[config.mk]
export PLATFORM = sky130hd
export DESIGN_NAME = ic_core
export DESIGN_NICKNAME = d
export VERILOG_FILES = /design/src/common/ic_pkg.sv /design/src/hdl/ic_core.sv
export SDC_FILE = /design/constraint.sdc
export NUM_CORES = 1
export LEC_CHECK = 0
export ABC_CLOCK_PERIOD_IN_PS = 41300
export BUFFER_PORTS_ARGS = -buffer_cell sky130_fd_sc_hd__buf_2
export CELL_PAD_IN_SITES_DETAIL_PLACEMENT = 1
export CELL_PAD_IN_SITES_GLOBAL_PLACEMENT = 2
export CORE_MARGIN = 2
export CORE_UTILIZATION = 40
export CTS_CLUSTER_SIZE = 24
export DETAILED_ROUTE_END_ITERATION = 10
export PLACE_DENSITY_LB_ADDON = 0.15
export SYNTH_ARGS = -nofsm -noshare
export SYNTH_HDL_FRONTEND = slang
export SYNTH_SLANG_ARGS = --single-unit
[constraint.sdc]
create_clock -name clk -period 41.3 [get_ports clk]
set_clock_uncertainty 0.1 [all_clocks]
set_input_delay 4.13 -clock clk [delete_from_list [all_inputs] [get_ports clk]]
set_output_delay 4.13 -clock clk [all_outputs]
set_load 0.02 [all_outputs]
[src/common/ic_pkg.sv]
// constants, carriers and state layout of the interrupt controller core
package ic_pkg;
  localparam int NUM_INT     = 8;     // ids 0..3 software generated, 4..7 shared
  localparam int NUM_SGI     = 4;
  localparam int NUM_LPI     = 4;
  localparam bit LPI_SUPPORT = 1'b1;
  localparam int ID_W        = LPI_SUPPORT ? 16 : $clog2(NUM_INT);
  localparam int PRIO_W      = 5;     // 32 levels
  localparam int LPI_PRIO_W  = 4;     // 16 levels, upper bits of the 5-bit scale

  localparam logic [15:0] LPI_BASE    = 16'h2000;
  localparam logic [15:0] SPURIOUS_ID = 16'h03FF;
  localparam logic [5:0]  PRIO_IDLE   = 6'h20;

  // register byte offsets
  localparam logic [7:0] A_CTRL     = 8'h00;
  localparam logic [7:0] A_GROUP    = 8'h04;
  localparam logic [7:0] A_ENABLE   = 8'h08;
  localparam logic [7:0] A_SETPEND  = 8'h0C;
  localparam logic [7:0] A_CLRPEND  = 8'h10;
  localparam logic [7:0] A_MSGSET   = 8'h14;
  localparam logic [7:0] A_MSGCLR   = 8'h18;
  localparam logic [7:0] A_PRIO     = 8'h20;  // 8 words, one per id
  localparam logic [7:0] A_ACTIVE   = 8'h40;
  localparam logic [7:0] A_ACK      = 8'h44;
  localparam logic [7:0] A_EOI      = 8'h48;
  localparam logic [7:0] A_DSET     = 8'h50;
  localparam logic [7:0] A_DCLR     = 8'h54;
  localparam logic [7:0] A_DINV     = 8'h58;
  localparam logic [7:0] A_DINVALL  = 8'h5C;
  localparam logic [7:0] A_DSYNC    = 8'h60;
  localparam logic [7:0] A_PROPBASE = 8'h64;
  localparam logic [7:0] A_ERR      = 8'h68;
  localparam logic [7:0] A_PEND     = 8'h6C;
  localparam logic [7:0] A_LPIST    = 8'h70;

  // control bit positions
  localparam int CTRL_DGRP0 = 0;
  localparam int CTRL_CGRP0 = 2;
  localparam int CTRL_CGRP1 = 3;
  // property byte layout
  localparam int PROP_EN_BIT   = 0;
  localparam int PROP_PRIO_LSB = 4;

  localparam logic [3:0]  CTRL_RST = 4'h0;
  localparam logic [31:0] PROP_RST = 32'h0000_0000;

  localparam logic [3:0] ERR_NONE     = 4'h0;
  localparam logic [3:0] ERR_BADMSG   = 4'h1;
  localparam logic [3:0] ERR_UNMAPPED = 4'h2;
  localparam logic [3:0] ERR_BADLPI   = 4'h3;

  typedef struct packed {
    logic [7:0]  addr;
    logic [31:0] wdata;
    logic        wr;
    logic        rd;
  } ic_bus_s;

  typedef struct packed {
    logic        valid;
    logic [15:0] data;
  } ic_strm_s;

  typedef struct packed {
    logic       valid;
    logic [1:0] idx;
    logic [7:0] props;
  } ic_fwd_s;

  typedef struct packed {
    logic [3:0]                          ctrl;
    logic [NUM_INT-1:0]                  grp;
    logic [NUM_INT-1:0]                  ena;
    logic [NUM_INT-1:0]                  pendReg;
    logic [NUM_INT-1:0]                  pendMsg;
    logic [NUM_INT-1:0]                  act;
    logic [NUM_INT-1:0][PRIO_W-1:0]      prio;
    logic [5:0]                          runPrio;
    logic                                outValid;
    logic [ID_W-1:0]                     outId;
    logic [PRIO_W-1:0]                   outPrio;
    logic                                recall;
    logic [31:0]                         propBase;
    logic [NUM_LPI-1:0]                  lpiPend;
    logic [NUM_LPI-1:0]                  cVal;
    logic [NUM_LPI-1:0]                  cEn;
    logic [NUM_LPI-1:0][LPI_PRIO_W-1:0]  cPrio;
    logic                                fetchBusy;
    logic [1:0]                          fetchIdx;
    logic [31:0]                         fetchAddr;
    logic                                errValid;
    logic [3:0]                          errCode;
    logic [31:0]                         rdata;
  } ic_state_s;
endpackage

[src/hdl/ic_core.sv]
// interrupt controller core: pending, grouping, priority selection, locality cache
//
// The register offsets and the address-and-strobe port were decided locally.
module ic_core
  import ic_pkg::*;
#(
  parameter bit HAS_ITS = 1'b0
)
(
  input  wire logic            clk,
  input  wire logic            rst_n,
  input  wire logic            en,
  input  wire ic_bus_s         bus,
  output logic [31:0]          rdata,
  input  wire ic_strm_s        itsIn,
  output logic                 itsReady,
  input  wire ic_fwd_s         fwdIn,
  output logic                 fetchReq,
  output logic [31:0]          fetchAddr,
  input  wire logic            fetchAck,
  input  wire logic [7:0]      fetchData,
  output logic                 irqValid,
  output logic [ID_W-1:0]      irqId,
  output logic [PRIO_W-1:0]    irqPrio,
  output logic                 errFlag,
  output logic [3:0]           errCode
);
  localparam bit DIR_OK = LPI_SUPPORT && !HAS_ITS;

  ic_state_s          s;
  ic_state_s          n;
  logic [NUM_INT-1:0] pend;
  logic               selOk;
  logic [ID_W-1:0]    selId;
  logic [PRIO_W-1:0]  selPrio;
  logic [PRIO_W-1:0]  lp;
  logic [2:0]         wIdx;
  logic               hit;

  assign pend = s.pendReg | s.pendMsg;

  always_comb
  begin
    n       = s;
    selOk   = 1'b0;
    selId   = '0;
    selPrio = '1;
    lp      = '0;
    wIdx    = bus.addr[4:2];
    hit     = 1'b1;
    // selection: strict compare in ascending id order keeps the lowest id on ties
    for (int i = 0; i < NUM_INT; i++)
    begin
      if (pend[i] && s.ena[i] && !s.act[i] && s.ctrl[CTRL_CGRP0 + int'(s.grp[i])]
          && s.ctrl[CTRL_DGRP0 + int'(s.grp[i])] && (!selOk || s.prio[i] < selPrio))
      begin
        selOk   = 1'b1;
        selId   = ID_W'(i);
        selPrio = s.prio[i];
      end
    end
    for (int j = 0; j < NUM_LPI; j++)
    begin
      lp = {s.cPrio[j], 1'b0};
      if (s.lpiPend[j] && s.cVal[j] && s.cEn[j] && s.ctrl[CTRL_CGRP1]
          && (!selOk || lp < selPrio))
      begin
        selOk   = 1'b1;
        selId   = ID_W'(LPI_BASE) + ID_W'(j);
        selPrio = lp;
      end
    end
    // presentation, held off one cycle after a recall
    if (s.recall)
    begin
      n.recall   = 1'b0;
      n.outValid = 1'b0;
    end
    else
    begin
      n.outValid = selOk && ({1'b0, selPrio} < s.runPrio);
      n.outId    = selId;
      n.outPrio  = selPrio;
    end
    n.rdata = '0;
    // register writes
    if (bus.wr)
    begin
      if (bus.addr[7:5] == A_PRIO[7:5])
      begin
        n.prio[wIdx] = bus.wdata[PRIO_W-1:0];
        // active priority already captured in runPrio and stays
        if (s.outValid && s.outId == ID_W'(wIdx) && pend[wIdx] && !s.act[wIdx])
        begin
          n.recall   = 1'b1;
          n.outValid = 1'b0;
        end
      end
      else
      begin
        unique case (bus.addr)
          A_CTRL:     n.ctrl = bus.wdata[3:0];
          A_GROUP:    n.grp = bus.wdata[NUM_INT-1:0];
          A_ENABLE:   n.ena = bus.wdata[NUM_INT-1:0];
          A_SETPEND:  n.pendReg = s.pendReg | bus.wdata[NUM_INT-1:0];
          A_CLRPEND:  n.pendReg = s.pendReg & ~bus.wdata[NUM_INT-1:0];
          A_MSGSET, A_MSGCLR:
          begin
            if (bus.wdata[31:3] == '0 && bus.wdata[2:0] >= 3'(NUM_SGI))
              n.pendMsg[bus.wdata[2:0]] = (bus.addr == A_MSGSET);
            else
            begin
              n.errValid = 1'b1;
              n.errCode  = ERR_BADMSG;
            end
          end
          A_EOI:
          begin
            if (bus.wdata[31:3] == '0)
              n.act[bus.wdata[2:0]] = 1'b0;
            n.runPrio = PRIO_IDLE;
          end
          A_DSET, A_DCLR:
          begin
            if (DIR_OK && bus.wdata[15:2] == LPI_BASE[15:2])
              n.lpiPend[bus.wdata[1:0]] = (bus.addr == A_DSET);
            else if (DIR_OK)
            begin
              n.errValid = 1'b1;
              n.errCode  = ERR_BADLPI;
            end
          end
          A_DINV:     if (DIR_OK) n.cVal[bus.wdata[1:0]] = 1'b0;
          A_DINVALL:  if (DIR_OK) n.cVal = '0;
          A_DSYNC:    n.rdata = '0;
          A_PROPBASE: n.propBase = bus.wdata;
          A_ERR:      if (bus.wdata[0]) n.errValid = 1'b0;
          default:    hit = 1'b0;
        endcase
      end
    end
    // register reads, data stand in the following cycle
    if (bus.rd)
    begin
      if (bus.addr[7:5] == A_PRIO[7:5])
        n.rdata = 32'(s.prio[wIdx]);
      else
      begin
        unique case (bus.addr)
          A_CTRL:     n.rdata = 32'(s.ctrl);
          A_GROUP:    n.rdata = 32'(s.grp);
          A_ENABLE:   n.rdata = 32'(s.ena);
          A_PEND:     n.rdata = 32'({s.pendMsg, s.pendReg});
          A_ACTIVE:   n.rdata = 32'(s.act);
          A_PROPBASE: n.rdata = s.propBase;
          A_ERR:      n.rdata = 32'({s.errCode, s.errValid});
          A_LPIST:    n.rdata = 32'({s.cVal, s.lpiPend});
          A_ACK:
          begin
            n.rdata = s.outValid ? 32'(s.outId) : 32'(SPURIOUS_ID);
            if (s.outValid && !s.recall)
            begin
              n.runPrio  = {1'b0, s.outPrio};
              n.outValid = 1'b0;
              if (s.outId < ID_W'(NUM_INT))
              begin
                n.act[s.outId[2:0]]     = 1'b1;
                n.pendReg[s.outId[2:0]] = 1'b0;
                n.pendMsg[s.outId[2:0]] = 1'b0;
              end
              else
                n.lpiPend[s.outId[1:0]] = 1'b0;
            end
          end
          A_SETPEND, A_CLRPEND, A_MSGSET, A_MSGCLR, A_EOI, A_DSET, A_DCLR, A_DINV,
          A_DINVALL, A_DSYNC:
            n.rdata = '0;
          default:    hit = 1'b0;
        endcase
      end
    end
    if (!hit)
    begin
      n.errValid = 1'b1;
      n.errCode  = ERR_UNMAPPED;
    end
    // translation service messages, always accepted
    if (HAS_ITS && itsIn.valid)
    begin
      if (itsIn.data[15:2] == LPI_BASE[15:2])
        n.lpiPend[itsIn.data[1:0]] = 1'b1;
      else
      begin
        n.errValid = 1'b1;
        n.errCode  = ERR_BADLPI;
      end
    end
    // forwarded from a remote chip: properties travel with it and stay cached
    if (LPI_SUPPORT && fwdIn.valid)
    begin
      n.lpiPend[fwdIn.idx] = 1'b1;
      n.cVal[fwdIn.idx]    = 1'b1;
      n.cEn[fwdIn.idx]     = fwdIn.props[PROP_EN_BIT];
      n.cPrio[fwdIn.idx]   = fwdIn.props[PROP_PRIO_LSB +: LPI_PRIO_W];
    end
    // property fetch for pending entries without cached properties
    if (s.fetchBusy)
    begin
      if (fetchAck)
      begin
        n.fetchBusy          = 1'b0;
        n.cVal[s.fetchIdx]   = 1'b1;
        n.cEn[s.fetchIdx]    = fetchData[PROP_EN_BIT];
        n.cPrio[s.fetchIdx]  = fetchData[PROP_PRIO_LSB +: LPI_PRIO_W];
      end
    end
    else
    begin
      for (int k = NUM_LPI - 1; k >= 0; k--)
      begin
        if (s.lpiPend[k] && !s.cVal[k])
        begin
          n.fetchBusy = 1'b1;
          n.fetchIdx  = 2'(k);
          n.fetchAddr = s.propBase + 32'(LPI_BASE) + 32'(k);
        end
      end
    end
  end

  always_ff @(posedge clk or negedge rst_n)
  begin
    if (!rst_n)
    begin
      s          <= '0;
      s.ctrl     <= CTRL_RST;
      s.propBase <= PROP_RST;
      s.runPrio  <= PRIO_IDLE;
      s.errCode  <= ERR_NONE;
    end
    else if (en)
      s <= n;
  end

  assign rdata     = s.rdata;
  assign itsReady  = 1'b1;
  assign fetchReq  = s.fetchBusy;
  assign fetchAddr = s.fetchAddr;
  assign irqValid  = s.outValid;
  assign irqId     = s.outId;
  assign irqPrio   = s.outPrio;
  assign errFlag   = s.errValid;
  assign errCode   = s.errCode;
endmodule

---- Word level (Yosys, flattened, before mapping) ----
Index checks and enable logic that the tools add are counted.
word-level totals
  output and inout bits ................... 93
  logic and storage cells ................. 429
  flip-flop bits (word level) ............. 245
cells by class
  equal/unequal tests ..................... 28
  muxes and demuxes ....................... 167
  bitwise logic cells ..................... 20
  add/subtract/negate cells ............... 12
  reductions and logical operators ........ 125
  magnitude comparators ................... 44
operator list
  kind                      count
  $pmux W32 S10             1
  $mux W16                  11
  $mux W24                  7
  $mux W35                  4
  $eq A8 B7 Y1 const B      12
  $mux W32                  3
  $mux W5                   17
  $mux W40                  2
  $mux W37                  2
  $logic_and A1 B1 Y1       72
  $mux W71                  1
  $mux W1                   66
  $add A32 B2 Y32 const B   2
  $lt A5 B5 Y1              11
  $mux W41                  1
  $bwmux W40                1
  $mux W4                   9
  $add A32 B1 Y32 const B   1
  $add A32 B14 Y32 const B  1
  $and A8 B8 Y8             4
  $bwmux W16                2
  $mux W8                   4
  $logic_not A29 Y1         1
  $mux W28                  1
  other kinds (54)          160

---- Depth between registers and ports, before layout ----
Gate-level depths: netlist of the first run.
  depth in word-level cells ............... 63
  mapped depth ............................ 114

---- Least setup slack after synthesis of the first run ----
No wires, ideal clock.
  path kind ............................... register -> register
  from .................................... register s[244] (netlist bit)
  to ...................................... register s, in the netlist irqValid
  cell stages (with the launch flop) ...... 107
  slack ................................... 21.031 ns
  data arrival time ....................... 20.086 ns
  data required time ...................... 41.118 ns
  clock period less this slack ............ 20.269 ns
  cells stage by stage .................... dfrtp_1 > buf_6 > and3_1 > o211ai_2 > nor2_1 > ha_1 > nand2_1 > o311ai_0 > nand2_1 > o21ai_0 > inv_1 > ha_1 > nand2_1 > o21a_1 > o311ai_1 > nor2_1 > a211oi_4 > mux2_2 > (+71 left out) > nand2_1 > mux2_2 > inv_1 > ha_1 > a21o_1 > a21o_1 > a21oi_1 > nand2_1 > o31ai_1 > buf_4 > mux2i_1 > ha_1 > a21o_1 > a21oi_1 > nor2_1 > a2111oi_0 > o211ai_1 > o22ai_1
between the ends
  longest elaborated chain between the ends .. 60
ends and longest elaborated chain
  what                                                     RTL line        RTL
  from (decl)                                              ic_core.sv:30   ic_state_s s;
  from (signal assigned)                                   ic_core.sv:242  s <= n;
  $bmux W1 S2                                              ic_core.sv:54   if (pend[i] && s.ena[i] && !s.act[i] && s.ctrl[CTRL_CGRP0 + int'(s.grp[i])]
  $mux W1 (not written as such) (2 in a row)               ic_core.sv:54
  $logic_and A1 B1 Y1                                      ic_core.sv:54
  $logic_and A1 B1 Y1                                      ic_core.sv:55   && s.ctrl[CTRL_DGRP0 + int'(s.grp[i])] && (!selOk || s.prio[i] < selPrio))
  $mux W5 / $mux W1 (equally long branches)                ic_core.sv:54
  $lt A5 B5 Y1 / $logic_not A1 Y1 (equally long branches)  ic_core.sv:55
  $logic_or A1 B1 Y1                                       ic_core.sv:55
  $logic_and A1 B1 Y1                                      ic_core.sv:55
  (+41 left out)                                           -
  named net selPrio[3]                                     ic_core.sv:35   logic [PRIO_W-1:0] selPrio;
  (+2 left out)                                            -
  $mux W1 (*)                                              ic_core.sv:74   if (s.recall)
  $mux W1                                                  ic_core.sv:93   if (s.outValid && s.outId == ID_W'(wIdx) && pend[wIdx] && !s.act[wIdx])
  $mux W1                                                  ic_core.sv:89   if (bus.addr[7:5] == A_PRIO[7:5])
  $mux W71 (*)                                             ic_core.sv:87   if (bus.wr)
  $mux W7                                                  ic_core.sv:161  if (s.outValid && !s.recall)
  $mux W7                                                  ic_core.sv:149  unique case (bus.addr)
  $mux W7                                                  ic_core.sv:145  if (bus.addr[7:5] == A_PRIO[7:5])
  $mux W7 (*)                                              ic_core.sv:143  if (bus.rd)
The timed path passes the listed nets; every way through them passes the cells marked *. The select of a mux whose other input is x is not followed.
A chain may end at the register's enable or synchronous reset.

---- Worst setup path in the final report of the first run ----
Same ends and word-level chain as after synthesis.

==> results of run 1 <==
## area by class of cell
class                           instances  area [um2]  area share (%)
Tap cell                              539       674.4           3.613
Clock buffer                           37       795.8           4.263
Timing Repair Buffer                  160       870.8           4.665
Multi-Input combinational cell       1543       10150           54.36
Inverter                               57       214.0           1.146
Clock inverter                         15       182.7          0.9786
Sequential cell                       231        5782           30.97
## cells by family after synthesis
logic type | after synthesis | synth area share, %
xor gates and xnor gates | 46 | 2.347
other | 2 | 0.04376
muxes | 168 | 11.54
adders and majority gates | 35 | 2.537
AOI/OAI and AO/OA | 562 | 22.22
buffers and inverters | 255 | 7.655
DFF | 231 | 33.69
and+or+nand+nor | 717 | 19.97
## critical path, delay by kind of cell (launching register included)
kind	cells	cell delay, ps
AO/OA/AOI/OAI	42	10960
AND/OR/NAND/NOR	31	6170
adder cells (fa/ha/maj)	12	3080
multiplexers	9	2950
buffers and inverters	11	930
flip-flops	1	560
## power by group through the flow
stage	Clock (mW)	Combinational, mW	Sequential [mW]
floorplan	0	0.109	0.274
global placement	0	0.135	0.287
detailed placement	0	0.138	0.288
CTS	0.269	0.139	0.284
global route	0.277	0.153	0.288
finish	0.264	0.137	0.284
## through the flow
| step | setup WS [ps] | hold WS, ps |
|---|---|---|
| final | 16390 | 374.5 |
| after floorplan | 21030 | 342.9 |
| after CTS | 16500 | 379.3 |
| after global routing | 14430 | 399.5 |
| after detailed placement | 16600 | 365.3 |
| after global placement | 16950 | 362.3 |
## cell usage in the layout, fill, tap and decap left out, types with 14 or more instances in the layout
master and n:
ha_1 34, inv_1 57, nand2b_1 18, or2_2 14, a21oi_1 97, xnor2_1 26
nor2_1 159, nor3_1 46, nand2_1 253, o22ai_1 24, nor4_1 26, buf_2 135
dfrtp_1 230, nand3_1 62, o31ai_1 15, mux2_2 104, a22o_1 29, buf_4 24
o21ai_0 170, a31oi_1 26, and3_1 24, nor2b_1 18, a211oi_1 21, clkbuf_16 29
conb_1 15, nand4_1 23, xor2_1 20, or3_1 16, a22oi_1 17, mux2i_1 49
## worst paths after layout
check | startpoint | to | slack [ps] | depth (start not counted)
setup / recovery | s[244] | irqValid | 16390 | 105
hold / removal | fetchAddr[16] | fetchAddr[16] | 370 | 2
setup reg to reg | s[244] | irqValid | 16390 | 105
hold reg to reg | fetchAddr[16] | fetchAddr[16] | 370 | 2
max in group asynchronous | rst_n | s[107] | 36070 | 2
min in group asynchronous | rst_n | fetchAddr[12] | 3490 | 1
## layer usage
layer	track usage, %	part of all wire [%]	vias to the layer above
li1	-	-	7316
met3	2.409	3.3	88
met5	0	0.021	-
met2	50.24	51	330
met4	8.839	2.8	2
met1	35.32	43	7957
==> qor.yml, run 1 <==
power:
  netSwitchingPower_mw: 0.2238
  powerDensity_nw_per_um2: 36.67
  total_power_mw: 0.6846
  p_clk_share_pct: 38.5
  combinationalPowerShare_pct: 20.0
  p_leak_nw: 8.350
  swShare_pct: 32.70
  power.share.sequential_pct: 41.5
  ir_worst_vdd_uv: 23.34
  p_int_mw: 0.4607
floorplan:
  dieArea_um2: 44580
  coreArea_um2: 42130
  row_count: 75
  chipHeight_um: 211.1
  ios: 175
  initial_utilization_pct: 40.73
  dieWidth_um: 211.1
timing:
  final_max_slew_viol_count: 0
  worst_pin_slew_ps: 1275
  fin_crit_sh_pct: 60.32
  fmax_ghz: 0.04014
  slew-limit-headroom_pct: 14.53
  setup-tns-final_ps: 0
  setup_viol: 0
  min_period_ps: 24910
  rsz0062_at_grt: "no"
  hold_violations: 0
logic_synthesis:
  synth_ff_type: "dfrtp_1"
  synth.area.top_cells: "dfrtp_1, mux2_2, nand2_1, o21ai_0, buf_4"
  yosysSeqAreaShare_pct: 33.69
  synth_edf_count: 0
  netlist_instances: 2016
  yosysMostFrequentCell: "nand2_1"
  synthTopCellsByCount: "nand2_1, dfrtp_1, o21ai_0"
  syn_area_um2: 17160
  synth-seq-cells: 231
  syn_area_per_cell_um2: 8.513
  synth.distinct_cells: 106
  ys_warn_count: 0
  yosysTopAreaCell: "dfrtp_1"
  synth_top_area_share_pct: 33.54
  async_flop_share_pct: 100.0
clock_network:
  cts_resized: 0
  root_buffer: "clkbuf_16"
  tritoncts: "yes"
  cts_buffers: 28
  clk_pin_slew_worst_paths_ps: 60
  insertion_delay_ps: 560
  cts_buffer_depth: 3
  htreeDepth: 1
  cts_sinks: 231
  post-cts-setup-buffers: 0
  cts_hold_buf: 0
global_routing:
  grt_max_degree: 108
  groute.usage.overall_pct: 27.91
  antenna_found_initial: 1
  grt_pass1_wl_mm: 97.27
  grt_pass1_vias: 16280
  grt.overflow.total: 0
worst_setup_path:
  cp.arrival_ps: 25290
  critPathSlowestCell: "a2111oi_0"
  start_kind: "flop"
  cp.required_ps: 41680
  end_kind: "flop"
  cpMostUsedCell: "ha_1"
  crit_fanout: 11
  crit_type: "reg2reg"
  slowest_delay_ps: 750
cells_and_area:
  syn_to_final_growth_pct: 8.763
  fin_area_um2: 18670
  fin_cells: 2582
  nFillCells: 5017
  finish.utilization_pct: 44.30
  n_antenna_cell: 0
  fin_nets: 2137
  drive_gt1_share_pct: 18.60
min_path:
  hold_class: "reg2reg"
placement:
  post_dp_cell_area_um2: 17690
  dp_hpwl_mm: 46.66
  place_inst: 2530
  globalplace.congestion: 0.8744
  port_buffers: 136
routing:
  vias_per_cell: 6.078
  via_count: 15690
  final_antenna_net_count: 0
  drt_iter0_drc: 996
  routedWlPerCell_um: 24.08
  postRouteWirelength_mm: 62.17
  drc: 0
  drtPass1Iterations: 6
flow_run:
  drv_cap: 0
outcome:
  status: "completed"
Note: power is estimated with default switching activity, not from simulation.
==> inputs of run 2 (changes only) <==
- ABC_CLOCK_PERIOD_IN_PS: 41300 -> 24200
- CORE_UTILIZATION: 40 -> 37
- clock period: 41.3 -> 24.2 ns (I/O delays scaled with it)
==> run 2 against run 1 <==
Compared with the run above:
- worst setup slack lost 15000 ps
- hold slack lost 1.2 ps
- wire length grew 3.1%
- non-clock buffer count grew 21
- critical path depth grew 5
- clock power grew 75%
- die area grew 8.0%
- utilization shrank 2.6 points
- via count grew 0.80%
- critical endpoint unchanged
==> qor.yml, run 2 (same netlist as run 1, synthesis figures left out) <==
global_routing:
  grt.overflow.total: 0
  grt_pass1_wl_mm: 99.01
  grt_max_degree: 86
  grt_pass1_vias: 16400
  antenna_found_initial: 3
  groute.usage.overall_pct: 26.54
placement:
  post_dp_cell_area_um2: 17880
  dp_hpwl_mm: 48.22
  globalplace.congestion: 0.8859
  port_buffers: 136
cells_and_area:
  final_cell_mix: "nand2_1, dfrtp_1, o21ai_0, nor2_1, buf_2"
  nFillCells: 5371
  final_common_cell: "nand2_1"
  fin_area_um2: 18990
  syn_to_final_growth_pct: 10.62
  n_antenna_cell: 0
  fin_nets: 2159
  drive_gt1_share_pct: 19.82
worst_setup_path:
  r2r_end: "irqValid"
  critPathSlowestCell: "dfrtp_1"
  reg2reg_depth: 110
  r2r_slack_ps: 1670
  worstReg2RegStart: "s[242]"
  critPathLaunch: "s[242]"
  end_kind: "flop"
  crit_fanout: 10
  start_kind: "flop"
  cp.arrival_ps: 22910
  cpMostUsedCell: "ha_1"
  crit_type: "reg2reg"
  cp.required_ps: 24580
  slowest_delay_ps: 450
floorplan:
  coreArea_um2: 45580
  row_count: 78
  dieWidth_um: 219.4
  chipHeight_um: 219.4
  dieArea_um2: 48130
  ios: 175
  initial_utilization_pct: 37.66
routing:
  drtPass1Iterations: 5
  drc: 0
  via_count: 15820
  postRouteWirelength_mm: 64.12
  final_antenna_net_count: 0
  drt_iter0_drc: 974
  routedWlPerCell_um: 24.07
  vias_per_cell: 5.938
min_path:
  hold_start: "fetchAddr[8]"
  hold_class: "reg2reg"
  holdPathStages: 2
  worstHoldEndpoint: "fetchAddr[8]"
timing:
  fin_crit_sh_pct: 93.11
  worst_pin_slew_ps: 1272
  hold_violations: 0
  setup_viol: 0
  min_period_ps: 22530
  slew-limit-headroom_pct: 14.53
  fmax_ghz: 0.04438
  final_max_slew_viol_count: 0
clock_network:
  root_buffer: "clkbuf_16"
  htreeDepth: 1
  cts_buffers: 29
  clk_pin_slew_worst_paths_ps: 60
  cts_buffer_depth: 3
  tritoncts: "yes"
  cts_sinks: 231
  insertion_delay_ps: 570
power:
  p_leak_nw: 8.458
  total_power_mw: 1.190
  ir_worst_vdd_uv: 54.96
  powerDensity_nw_per_um2: 62.67
outcome:
  status: "completed"
flow_run:
  drv_cap: 0
[run 2: layout make-up]
| type | instances | area, um2 | area share [%] |
|---|---|---|---|
| Timing Repair Buffer | 181 | 1028 | 5.417 |
| Multi-Input combinational cell | 1543 | 10200 | 53.72 |
| Clock buffer | 37 | 795.8 | 4.191 |
| Sequential cell | 231 | 5782 | 30.45 |
| Clock inverter | 15 | 216.5 | 1.140 |
| Tap cell | 600 | 750.7 | 3.954 |
| Inverter | 57 | 214.0 | 1.127 |
[run 2: per-stage QoR]
step           setup slack [ps]  std cells  util (%)  TNS (ps)  hold slack [ps]
2_1_floorplan              3931       2029         -         0            342.9
3_3_place_gp              785.0       2607     39.24         0            362.1
3_5_place_dp              238.3       2607     39.24         0            365.1
4_1_cts                   85.77       2659     41.46         0            378.6
5_1_grt                  -111.3       2664     41.66    -111.3            406.2
6_report                   1667       2664     41.66         0            373.3
[run 2: per-layer routing]
layer | share of wire [%] | GRT usage (%) | wire [um] | up-vias
met3 | 3.5 | 2.675 | 2216 | 107
met4 | 3.1 | 8.581 | 2015 | 6
li1 | - | - | - | 7353
met5 | 0.064 | 0 | 41 | -
met2 | 50 | 47.09 | 32110 | 326
met1 | 43 | 33.68 | 27750 | 8026
[run 2: worst max-delay path by stage]
stage / endpoint / slack, ps / cells after the start
finish: irqValid / 1670 / 110
global route: irqValid / -110 / 110
CTS: irqValid / 90 / 108
detailed placement: irqValid / 240 / 108
global placement: irqValid / 790 / 108
floorplan: irqValid / 3930 / 106
[run 2: power by group]
part / internal, mW / switching, mW
Combinational: 0.0835 / 0.160
Clock: 0.285 / 0.178
Sequential: 0.433 / 0.0509
[run 2: repair_timing]
item	CTS	global route
hold buffers	0	0
buffers inserted	0	5
hold endpoints to repair	0	0
gates resized for setup	0	16
endpoints found under the setup margin	0	10
[run 2: worst max-delay path, delay by kind of cell, from the launching register on]
kind	cells	cell delay (ps)
AO/OA/AOI/OAI	43	8920
AND/OR/NAND/NOR	34	6100
adder cells (fa/ha/maj)	12	3100
multiplexers	7	2360
buffers and inverters	14	1360
flip-flops	1	450
==> inputs of run 3 (changes only) <==
- ABC_CLOCK_PERIOD_IN_PS: 24200 -> 22300
- CORE_MARGIN: 2 -> not set
- clock period: 24.2 -> 22.3 ns (I/O delays scaled with it)
==> run 3 against run 2 <==
Compared with the run above:
- total power rose by 4.6%
- sequential share of layout area is 0.71 points lower
- via count is 1.3% higher
- register-to-register slack worse by 60 ps
- worst setup slack got worse by 61 ps
- sequential power grew 8.7%
- global-route usage grew 0.64 points
- hold slack is essentially flat
==> qor.yml, run 3 (same netlist as run 1, synthesis figures left out) <==
cells_and_area:
  fin_nets: 2220
  syn_to_final_growth_pct: 13.25
  final_common_cell: "nand2_1"
  drive_gt1_share_pct: 22.60
  fin_cells: 2725
  final_cell_mix: "nand2_1, dfrtp_1, o21ai_0, nor2_1, buf_2"
  fin_area_um2: 19440
  nFillCells: 5407
  finish.utilization_pct: 42.65
routing:
  routedWlPerCell_um: 23.57
  final_antenna_net_count: 0
  postRouteWirelength_mm: 64.24
  m1WireLength_mm: 28.16
  drt_iter0_drc: 1026
  wl_met3_mm: 2.017
  drc: 0
  met2_length_mm: 32.37
  highest-signal-layer: "met5"
  drtPass1Iterations: 5
  vias_per_cell: 5.877
  via_count: 16020
floorplan:
  chipHeight_um: 217.4
  coreArea_um2: 45580
  ios: 175
  dieWidth_um: 217.4
  initial_utilization_pct: 37.66
  dieArea_um2: 47250
  row_count: 78
clock_network:
  cts_sinks: 231
  insertion_delay_ps: 560
  cts_buffer_depth: 3
  tritoncts: "yes"
  clk_pin_slew_worst_paths_ps: 60
  root_buffer: "clkbuf_16"
  cts_buffers: 28
  htreeDepth: 1
worst_setup_path:
  end_kind: "flop"
  critPathSlowestCell: "dfrtp_1"
  reg2reg_depth: 110
  start_kind: "flop"
  crit_fanout: 7
  cp.arrival_ps: 21070
  crit_type: "reg2reg"
  cp.required_ps: 22670
  slowest_delay_ps: 410
  cpMostUsedCell: "ha_1"
placement:
  place_inst: 2671
  globalplace.congestion: 0.8832
  pre_cts_ws_ps: 191.6
  dp_hpwl_mm: 48.63
  port_buffers: 136
  post_dp_cell_area_um2: 18370
min_path:
  hold_class: "reg2reg"
  holdPathStages: 2
power:
  ir_worst_vdd_uv: 50.37
  p_leak_nw: 8.734
  powerDensity_nw_per_um2: 64.06
  total_power_mw: 1.245
global_routing:
  grt_pass1_wl_mm: 99.79
  grt.overflow.total: 0
  antenna_found_initial: 4
  grt_pass1_vias: 16480
  grt_max_degree: 115
  groute.usage.overall_pct: 27.17
outcome:
  status: "completed"
timing:
  setup_viol: 0
  fin_crit_sh_pct: 92.80
  hold_violations: 0
  setup-tns-final_ps: 0
  fmax_ghz: 0.04832
  hold_ws_ps: 373.3
  final_max_slew_viol_count: 0
  worst_pin_slew_ps: 1205
  fin_ws_ps: 1605
  rsz0062_at_grt: "no"
  slew-limit-headroom_pct: 19.39
  min_period_ps: 20690
flow_run:
  drv_cap: 0
run 3: cell count changes in the layout (fill, tap and decap cells not counted), moves of 3 or more:
| cell | previous run | this run |
|---|---|---|
| o21ai_0 | 167 | 162 |
| buf_4 | 45 | 107 |
| a21oi_1 | 96 | 93 |
| o21ai_2 | 1 | 4 |
| clkbuf_8 | 4 | 7 |
| bufinv_16 | 5 | 0 |
run 3: per-layer routing:
layer | global-route usage, % | vias up
li1 | - | 7477
met1 | 34.70 | 8155
met2 | 48.53 | 293
met3 | 2.460 | 85
met4 | 7.700 | 6
met5 | 0 | -
run 3: cell type report:
| type | instances | area [um2] | share of cell area, % |
|---|---|---|---|
| sequential | 231 | 5782 | 29.75 |
| multi-input combinational | 1543 | 10300 | 52.98 |
| clock inverter | 9 | 55.05 | 0.2833 |
| inverter | 57 | 214.0 | 1.101 |
| tap | 600 | 750.7 | 3.863 |
| antenna | 1 | 2.502 | 0.01288 |
| clock buffer | 41 | 840.8 | 4.326 |
| timing repair buffer | 243 | 1494 | 7.686 |
run 3: final timing paths:
kind                                  to           from  slack, ps
setup / recovery                irqValid         s[233]       1610
hold / removal             fetchAddr[12]  fetchAddr[12]        370
setup reg to reg                irqValid         s[233]       1610
hold reg to reg            fetchAddr[12]  fetchAddr[12]        370
max in group asynchronous      async pin          rst_n      18960
min in group asynchronous  fetchAddr[10]          rst_n       1600
run 3: critical path, delay by kind of cell, from the launching register on:
family | cells | cell delay (ps)
compound gates | 42 | 7540
fa+ha+maj | 12 | 3060
buf+inv | 16 | 1740
flops | 1 | 410
mux | 7 | 2260
simple gates | 33 | 5540
run 3: report_power, final:
| part | switching (mW) | internal, mW |
|---|---|---|
| clock network | 0.187 | 0.260 |
| registers | 0.0565 | 0.470 |
| logic | 0.175 | 0.0959 |
run 3: repair_timing:
| action | CTS | global route |
|---|---|---|
| gates resized for setup | 0 | 40 |
| endpoints found under the setup margin | 0 | 9 |
| hold buffers | 0 | 0 |
| buffers inserted | 0 | 3 |
